$ cat src/include/cfg_agent_params.svh
// Contract
// - Every request carries a 24-bit return channel-end identifier, and every reply is addressed to it.
// - A write whose return identifier has its low 8 bits all ones is performed with no reply at all.
// - Fields wider than one byte travel most significant byte first, least significant byte last.
// - A write is answered by tokens 3 and 1 on success, or tokens 4 and 1 on failure.
// - A read is answered by token 3, the 32-bit value and token 1, or on failure by tokens 4 and 1.
// - A status resource identifier is the register number shifted left by 8, ORed with type 0x0B.
// - Processor status reads and writes move one whole 32-bit word.
// - Debug-only registers take effect only in debug mode; otherwise accesses do nothing.
`ifndef CFG_AGENT_PARAMS_SVH
`define CFG_AGENT_PARAMS_SVH

`define TOK_WRITE 8'hC0
`define TOK_READ 8'hC1
`define TOK_END 8'h01
`define TOK_ACK 8'h03
`define TOK_NAK 8'h04
`define NOREPLY_ID 8'hFF
`define PS_RES_TYPE 8'h0B
`define HDR_LAST 4'h4
`define DATA_LAST 4'h3
`define RSP_LEN_READ 3'h6
`define RSP_LEN_SHORT 3'h2

`endif

$ cat src/include/cfg_agent_pkg.sv
package cfg_agent_pkg;

    // One token of the message interconnect: control flag and byte.
    typedef struct packed {
        logic ctrl;
        logic [7:0] val;
    } tok_t;

    // Gray coded along idle, header, data, tail, execute, reply.
    typedef enum logic [2:0] {
        S_IDLE = 3'b000,
        S_HDR = 3'b001,
        S_DATA = 3'b011,
        S_TAIL = 3'b010,
        S_EXEC = 3'b110,
        S_REPLY = 3'b111
    } state_t;

endpackage

$ cat src/rtl/config_register_message_agent.sv
`timescale 1ns/10ps
`default_nettype none
`include "cfg_agent_params.svh"

module config_register_message_agent import cfg_agent_pkg::*; #(
    parameter int NUM_REGS = 16,
    parameter logic [NUM_REGS-1:0] RO_MASK = 16'h0001,
    parameter logic [NUM_REGS-1:0] DBG_MASK = 16'hFF00
) (
    // Clock and reset
    input wire logic clock,
    input wire logic rst_b,
    // Request tokens from the interconnect
    input wire tok_t in_tok,
    input wire logic in_valid,
    output logic in_ready,
    // Reply tokens towards the return channel-end
    output tok_t out_tok,
    output logic out_valid,
    output logic [23:0] out_dest,
    input wire logic out_ready,
    // Processor status access
    input wire logic dbg_mode,
    input wire logic proc_req,
    input wire logic proc_wr,
    input wire logic [31:0] proc_resid,
    input wire logic [31:0] proc_wdata,
    output logic proc_ack,
    output logic proc_ok,
    output logic [31:0] proc_rdata
);

    localparam int IW = (NUM_REGS > 1) ? $clog2(NUM_REGS) : 1;

    if (NUM_REGS < 1 || NUM_REGS > 65536) begin : g_check
        $error("NUM_REGS must lie between 1 and 65536");
    end

    // ==========================================================
    // Helpers
    function automatic logic allowed(input logic [15:0] n, input logic wr, input logic dbg);
        logic in_range;
        in_range = 32'(n) < NUM_REGS;
        if (!in_range) begin
            return 1'b0;
        end
        return !(wr && RO_MASK[n[IW-1:0]]) && (!DBG_MASK[n[IW-1:0]] || dbg);
    endfunction

    function automatic tok_t tok_at(input logic [2:0] idx, input logic [2:0] len,
                                    input logic ok, input logic [31:0] d);
        tok_t t;
        t = '{ctrl: 1'b0, val: 8'h00};
        if (idx == 3'h0) begin
            t = '{ctrl: 1'b1, val: ok ? `TOK_ACK : `TOK_NAK};
        end else if (idx == len - 3'h1) begin
            t = '{ctrl: 1'b1, val: `TOK_END};
        end else begin
            case (idx)
                3'h1: t.val = d[31:24];
                3'h2: t.val = d[23:16];
                3'h3: t.val = d[15:8];
                default: t.val = d[7:0];
            endcase
        end
        return t;
    endfunction

    // ==========================================================
    // State
    state_t state_r, state_nxt;
    logic [3:0] cnt_r;
    logic is_wr_r;
    logic [39:0] hdr_r;
    logic [31:0] data_r;
    logic ok_r;
    logic [2:0] idx_r;
    logic in_ready_r;
    tok_t out_tok_r;
    logic out_valid_r;
    logic [23:0] out_dest_r;
    logic proc_ack_r, proc_ok_r;
    logic [31:0] proc_rdata_r;
    logic [31:0] bank_r [NUM_REGS];

    // ==========================================================
    // Decode
    wire take = in_valid && in_ready_r;
    wire is_open = in_tok.ctrl && (in_tok.val == `TOK_WRITE || in_tok.val == `TOK_READ);
    wire is_end = in_tok.ctrl && in_tok.val == `TOK_END;
    wire [23:0] rid = hdr_r[39:16];
    wire [15:0] regn = hdr_r[15:0];
    wire msg_ok = allowed(regn, is_wr_r, dbg_mode);
    wire no_reply = is_wr_r && rid[7:0] == `NOREPLY_ID;
    wire [2:0] rsp_len = (ok_r && !is_wr_r) ? `RSP_LEN_READ : `RSP_LEN_SHORT;
    wire adv = !out_valid_r || out_ready;
    wire [15:0] proc_reg = proc_resid[23:8];
    wire proc_fmt = proc_resid[7:0] == `PS_RES_TYPE && proc_resid[31:24] == 8'h00;
    wire proc_go = proc_req && state_r != S_EXEC;
    wire proc_good = proc_fmt && allowed(proc_reg, proc_wr, dbg_mode);
    wire rx_state = state_nxt == S_IDLE || state_nxt == S_HDR ||
                    state_nxt == S_DATA || state_nxt == S_TAIL;

    // A stray control token in mid message drops the message silently,
    // since its return identifier cannot be trusted.
    always_comb begin
        state_nxt = state_r;
        case (state_r)
            S_IDLE: begin
                if (take && is_open) state_nxt = S_HDR;
            end
            S_HDR: begin
                if (take && in_tok.ctrl) state_nxt = S_IDLE;
                else if (take && cnt_r == `HDR_LAST) state_nxt = is_wr_r ? S_DATA : S_TAIL;
            end
            S_DATA: begin
                if (take && in_tok.ctrl) state_nxt = S_IDLE;
                else if (take && cnt_r == `DATA_LAST) state_nxt = S_TAIL;
            end
            S_TAIL: begin
                if (take) state_nxt = is_end ? S_EXEC : S_IDLE;
            end
            S_EXEC: state_nxt = no_reply ? S_IDLE : S_REPLY;
            S_REPLY: begin
                if (adv && idx_r == rsp_len) state_nxt = S_IDLE;
            end
            default: state_nxt = S_IDLE;
        endcase
    end

    // ==========================================================
    // Message path
    always_ff @(posedge clock) begin
        if (!rst_b) begin
            state_r <= S_IDLE;
            cnt_r <= 4'h0;
            in_ready_r <= 1'b0;
            is_wr_r <= 1'b0;
            hdr_r <= 40'h00_0000_0000;
            data_r <= 32'h0000_0000;
            ok_r <= 1'b0;
        end else begin
            state_r <= state_nxt;
            in_ready_r <= rx_state;
            cnt_r <= (state_nxt != state_r) ? 4'h0 : (take ? cnt_r + 4'h1 : cnt_r);
            if (state_r == S_IDLE && take) is_wr_r <= in_tok.val == `TOK_WRITE;
            if (state_r == S_HDR && take) hdr_r <= {hdr_r[31:0], in_tok.val};
            if (state_r == S_DATA && take) data_r <= {data_r[23:0], in_tok.val};
            if (state_r == S_EXEC) begin
                ok_r <= msg_ok;
                if (!is_wr_r) data_r <= msg_ok ? bank_r[regn[IW-1:0]] : 32'h0000_0000;
            end
        end
    end

    // ==========================================================
    // Reply path
    always_ff @(posedge clock) begin
        if (!rst_b) begin
            idx_r <= 3'h0;
            out_valid_r <= 1'b0;
            out_tok_r <= '{ctrl: 1'b0, val: 8'h00};
            out_dest_r <= 24'h00_0000;
        end else if (state_r == S_EXEC) begin
            idx_r <= 3'h0;
            out_dest_r <= rid;
        end else if (state_r == S_REPLY && adv) begin
            out_valid_r <= idx_r != rsp_len;
            if (idx_r != rsp_len) begin
                out_tok_r <= tok_at(idx_r, rsp_len, ok_r, data_r);
                idx_r <= idx_r + 3'h1;
            end
        end else if (out_ready) begin
            out_valid_r <= 1'b0;
        end
    end

    // ==========================================================
    // Register bank and processor port
    // The processor is held off only in the one cycle where a message
    // commits, so a single write port serves both.
    always_ff @(posedge clock) begin
        if (!rst_b) begin
            for (int i = 0; i < NUM_REGS; i++) bank_r[i] <= 32'h0000_0000;
            proc_ack_r <= 1'b0;
            proc_ok_r <= 1'b0;
            proc_rdata_r <= 32'h0000_0000;
        end else begin
            if (state_r == S_EXEC && is_wr_r && msg_ok) begin
                bank_r[regn[IW-1:0]] <= data_r;
            end else if (proc_go && proc_wr && proc_good) begin
                bank_r[proc_reg[IW-1:0]] <= proc_wdata;
            end
            proc_ack_r <= proc_go;
            proc_ok_r <= proc_go && proc_good;
            proc_rdata_r <= (proc_go && proc_good && !proc_wr) ?
                            bank_r[proc_reg[IW-1:0]] : 32'h0000_0000;
        end
    end

    assign in_ready = in_ready_r;
    assign out_tok = out_tok_r;
    assign out_valid = out_valid_r;
    assign out_dest = out_dest_r;
    assign proc_ack = proc_ack_r;
    assign proc_ok = proc_ok_r;
    assign proc_rdata = proc_rdata_r;

    wire proc_dbg_reg = proc_fmt && 32'(proc_reg) < NUM_REGS && DBG_MASK[proc_reg[IW-1:0]];
endmodule // config_register_message_agent

`default_nettype wire

$ cat config.mk
export PLATFORM = sky130hd
export DESIGN_NAME = config_register_message_agent
export DESIGN_NICKNAME = d
export VERILOG_FILES = /design/src/include/cfg_agent_pkg.sv /design/src/rtl/config_register_message_agent.sv
export VERILOG_INCLUDE_DIRS = /design/src /design/src/include
export SDC_FILE = /design/constraint.sdc
export NUM_CORES = 1
export LEC_CHECK = 0
export ABC_AREA = 1
export BUFFER_PORTS_ARGS = -buffer_cell sky130_fd_sc_hd__buf_2
export CORE_ASPECT_RATIO = 0.8
export CORE_MARGIN = 4
export CORE_UTILIZATION = 25
export CTS_BUF_LIST = sky130_fd_sc_hd__clkbuf_2 sky130_fd_sc_hd__clkbuf_4 sky130_fd_sc_hd__clkbuf_8
export DETAILED_ROUTE_END_ITERATION = 8
export GPL_TIMING_DRIVEN = 0
export PLACE_DENSITY = 0.44
export REMOVE_ABC_BUFFERS = 1
export SLEW_MARGIN = 30
export SYNTH_ARGS = -nofsm -noshare
export SYNTH_HDL_FRONTEND = slang
export SYNTH_SLANG_ARGS = --single-unit
$ cat constraint.sdc
create_clock -name clock -period 5.4 [get_ports clock]
set_input_delay 0.54 -clock clock [delete_from_list [all_inputs] [get_ports clock]]
set_output_delay 0.54 -clock clock [all_outputs]
set_load 0.005 [all_outputs]
* Word-level counts from Yosys, hierarchy flattened
Memories as Yosys holds them, arrays and structs flattened. A register that Yosys moved wholly into a read port is not among the register bits. Cells that the tools add are included.
Cells by class: $add $sub $neg 3, magnitude comparators 4, equal/unequal tests 23, multiplexer cells 49, bitwise operators 2, reduce and logical (&&, ||, !) cells 55
Operator list (count):
- 32-bit 2-to-1 mux | 6
- 32-bit OR reduction | 2
- 3-bit 2-to-1 mux | 11
- 16-bit by 5-bit < comparator with 1-bit output (second input constant) | 2
- 4-bit 2-to-1 mux | 8
- 1-bit logical AND | 27
- 8-bit equality test (second input constant) | 3
- 8-bit case mux with 3 select lines | 1
- 1-bit 2-to-1 mux | 20
- 3-bit by 2-bit equality test with 1-bit output (second input constant) | 6
- 3-bit case mux with 6 select lines | 1
- 4-bit by 5-bit < comparator with 1-bit output (second input constant) | 2
- 3-bit by 1-bit equality test with 1-bit output (second input constant) | 3
- 3-bit logical NOT | 3
- 9-bit 2-to-1 mux | 1
- 8-bit by 1-bit equality test with 1-bit output (second input constant) | 1
- 8-bit by 4-bit equality test with 1-bit output (second input constant) | 1
- 1-bit logical NOT | 8
- 8-bit logical NOT | 1
- 8-bit 2-to-1 mux | 1
- 1-bit logical OR | 7
- 3-bit equality test | 2
- 3-bit equality test (second input constant) | 2
- 3-bit inequality test | 2
- 11 further kinds | 15
Word-level totals: register bits 121, bits in writable memories 512, memory bits (read-only) 64, bits of input ports 80, output and inout port bits 69, word-level logic and storage cells 155, memories kept 5
Memories:
- bank_r | depth 16, width 32, read ports 2, clocked after Yosys merged registers in 2, write ports 16, line config_register_message_agent.sv:84 | logic [31:0] bank_r [NUM_REGS];
- (name not given) | depth 16, width 1, read ports 1, clocked after Yosys merged registers in 0, write ports 0, line config_register_message_agent.sv:209 | wire proc_dbg_reg = proc_fmt && 32'(proc_reg) < NUM_REGS && DBG_MASK[proc_reg[IW-1:0]];
- (name not given) | depth 16, width 1, read ports 1, clocked after Yosys merged registers in 0, write ports 0, line config_register_message_agent.sv:47 | return !(wr && RO_MASK[n[IW-1:0]]) && (!DBG_MASK[n[IW-1:0]] || dbg);
- (name not given) | depth 16, width 1, read ports 1, clocked after Yosys merged registers in 1, write ports 0, line config_register_message_agent.sv:47
- (name not given) | depth 16, width 1, read ports 1, clocked after Yosys merged registers in 1, write ports 0, line config_register_message_agent.sv:47

* Longest topological paths before layout
depth after elaboration 14, mapped depth 13

* Worst setup path before layout
Ideal clock, no wire load.
path kind input to register, from in proc_resid[9], to mem bank_r[15][0], enable pin, library setup time 0.466 ns, arrival 3.984 ns, data required time 4.934 ns, setup slack 0.950 ns, stages on the path 11, path buffers 2, cells stage by stage buf_2 nor2_1 nand4_2 nand3_2 inv_2 nand3_2 nand2_1 nand2_2 nand3_4 buf_2 o21ai_0
RTL lines:
- start: declaration | line config_register_message_agent.sv:26 | input wire logic [31:0] proc_resid,
- end: declaration | line config_register_message_agent.sv:84

==> flow_metrics.tcl <==
set metrics [dict create \
    status "finished, final reports clean" \
    crit_path_start_kind "register" \
    highest_layer "met4" \
    slowest_delay_ns 0.65 \
    synth_area_um2 37600 \
    cp_cell_sequence "nand3_2, nand3_2, nor2_2, nand3_4, buf_12, nand2_1, nand2_1, nand2_8, buf_16, buf_16, o21ai_4, buf_16, buf_8" \
    synthToLayoutAreaGrowth_pct 18.8 \
    cts.root.buffer_cell "clkbuf_8" \
    r2r_start "state_r[1]$_SDFF_PN0_" \
    cp.arrival_ns 5.30 \
    timing.max_cap.violations 0 \
    wl_um 152000 \
    synthArstFlopShare_pct 0 \
    wl_met3_um 9960 \
    p_switching_mw 2.98 \
    fillers 15436 \
    ctsResizeCount 0 \
    critPathMaxFanout 50 \
    slew_viol_final 0 \
    grtUsageTotal_pct 18.8 \
    ys_seq_elements 670 \
    die_w_um 442 \
    seqCellArea_um2 18600 \
    die_area_um2 157000 \
    io_pins 149 \
    fin_nets 4271 \
    crit_buf_inv 5 \
    power_frac_clock_pct 44.4 \
    hp-class "input pin to register" \
    gp_congestion 0.757 \
    worstPathRequired_ns 5.89 \
    p_int_mw 8.87 \
    routed-via-count 32062 \
    fp.dieH_um 355 \
    met1_length_um 66700 \
    grt_remaining_overflow 0 \
    grt_max_degree 95 \
    yosysSeqAreaShare_pct 49.3 \
    io_buffers 148 \
    synth_commonest_cells "nor2_1 (539), o21ai_0 (535), nand2_1 (530)" \
    wl_per_cell_um 24.2 \
    p_per_area_nw_per_um2 265 \
    finalHoldViolCount 0 \
    seqPwrFrac_pct 48.3 \
    end_kind "register" \
    antenna_found_initial 9 \
    setup_slack_ns 0.590 \
    drc 0 \
    critical_path_class "register to register" \
    fmax_mhz 208 \
    pre_cts_ws_ns -0.129 \
    fin_area_um2 44700 \
    cts-htree-levels 3 \
    synthMostInstantiatedCell "nor2_1" \
    fin_crit_sh_pct 89.1 \
    synth.distinct_cells 40 \
    yosys.area.top_type "edfxtp_1" \
    dp_hpwl_um 93300 \
    p_leak_nw 14.8 \
    multi_input_area_um2 16700 \
    rr_worst_depth 13 \
    synthTopCellsByArea "edfxtp_1 (41%), nor3_2 (11%), dfxtp_1 (8.4%), o21ai_0 (7.1%), nor2_1 (5.4%)" \
    dp_cells 6042 \
    final_layout_size_suffix_gt1_share_pct 23.9 \
    core_area_um2 149000 \
    cp_num_cells 13 \
    layout_min_cycle_time_ns 4.81 \
    synth_top_area_share_pct 40.9 \
    path_delay_family "simple AND/OR/NAND/NOR gates" \
    finClkSkew_ns 0.0472 \
    wl_met2_um 70200 \
    grt_first_pass_wirelength_um 221000 \
    cts_setup_buffers 0 \
    cts_buffers 121 \
    initial_core_util_pct 25.3 \
    fin_cells 6276 \
    worstSkewPairLatency_ns 0.82 \
    crit_start "state_r[1]$_SDFF_PN0_" \
    cts_sinks 670 \
    tightest_slew_ns 0.858 \
    cts-hold-fix-buffers 3 \
    cts.clk_slew.worst_paths_ns 0.06 \
    clockBufferDepth 3 \
    ir_worst_vdd_mv 0.166 \
    num_rows 126 \
    holdPathStages 3 \
    p_comb_share_pct 7.3 \
    slowest_stage "o21ai_4" \
    ant_nets 0 \
    via_per_inst 5.11 \
    rsz0062_at_grt "false" \
    grt_pass1_vias 30781 \
    crit_top_cell "buf_16" \
    cts_tree "done" \
    slew_headroom_pct 42.8 \
    setup_viol 0 \
    min-delay-start "in_tok[8]" \
    synth_edf_count 512 \
    syn_area_per_cell_um2 8.97 \
    ys_warn_count 0 \
    syn-instance-count 4189 \
    drtPass1Iterations 8 \
    synth_top_flop_cell "edfxtp_1" \
    p_sw_share_pct 25.1 \
    dpl_cell_area_um2 42000 \
    drt_iter0_markers 3480 \
]
[power groups by stage]
stage | Clock, mW | Sequential, mW | Combinational, mW
after floorplan | 0 | 5.83 | 0.358
after global placement | 0 | 5.88 | 0.734
after global routing | 5.61 | 5.74 | 0.925
final | 5.26 | 5.72 | 0.865
after CTS | 5.39 | 5.72 | 0.860
after detailed placement | 0 | 5.83 | 0.855
[per-stage QoR]
step	power [mW]	util, %	TNS, ns	hold WS [ns]
after floorplan	6.19	-	-2147.08	0.450
after global placement	6.62	26.1	-	0.455
after detailed placement	6.69	28.3	-0.893	0.462
after CTS	12.0	30.1	0	0.0186
after global routing	12.3	30.1	0	0.0551
final	11.9	30.1	0	0.115
[metal layers]
layer | vias up | global-route usage, %
met5 | - | 0
met2 | 1364 | 30.1
met4 | 0 | 6.22
met1 | 15700 | 25.9
met3 | 288 | 3.02
li1 | 14710 | -
[flip-flops by register name, indices dropped and copies added, names as in the netlist, 3 cells and up, named ones only]
name	flops
bank_r	512
idx_r	3
hdr_r	40
proc_rdata	32
out_dest	24
cnt_r	4
data_r	32
out_tok	9
state_r	3
[worst register-to-register path, delay by kind of cell (launching register included)]
family	cells	cell delay, ns
and+or+nand+nor	7	1.99
buffers and inverters	5	1.34
AOI/OAI and AO/OA	1	0.69
DFF	1	0.45
[cell families after synthesis]
| family | synth area share (%) |
|---|---|
| and+or+nand+nor | 29.8 |
| DFF | 49.3 |
| adders and majority gates | 0.233 |
| xor gates and xnor gates | 0.0699 |
| AOI/OAI and AO/OA | 13.7 |
| buffers and inverters | 6.92 |
[worst paths after layout]
kind	slack, ns	end
setup reg to reg	0.59	bank_r[6][9]$_SDFFCE_PN0P_
hold / removal	0.12	state_r[0]$_SDFF_PN0_
hold reg to reg	0.47	out_tok[5]$_SDFFE_PN0P_
setup / recovery	0.59	bank_r[6][9]$_SDFFCE_PN0P_
[layout by cell type (no fill, tap or decap), drive strengths merged, types with 3 or more instances in the layout]
cell type    Yosys  routed
o21ai          598     598
nand3          409     409
clkbuf         228     192
bufinv           0       3
nor2           545     545
a31oi           35      35
o22ai           88      88
a21oi          178     178
o221ai           6       6
buf            175     272
o211ai           4       4
ha               7       7
dlygate4sd3      0       3
xor2             3       3
diode            0       7
nor3           517     517
a211oi           6       6
inv            132     134
dfxtp          158     158
clkinv           7      34
edfxtp         512     512
nand4            6       6
nand2          569     569
[area by class of cell]
type | instances | area share (%)
sequential | 670 | 41.5
multi-input combinational | 2977 | 37.5
timing repair buffer | 275 | 8.28
tap | 1984 | 5.56
clock buffer | 192 | 5.33
inverter | 139 | 1.27
clock inverter | 32 | 0.513
antenna | 7 | 0.0392
Power figures use the tool's default switching activity.
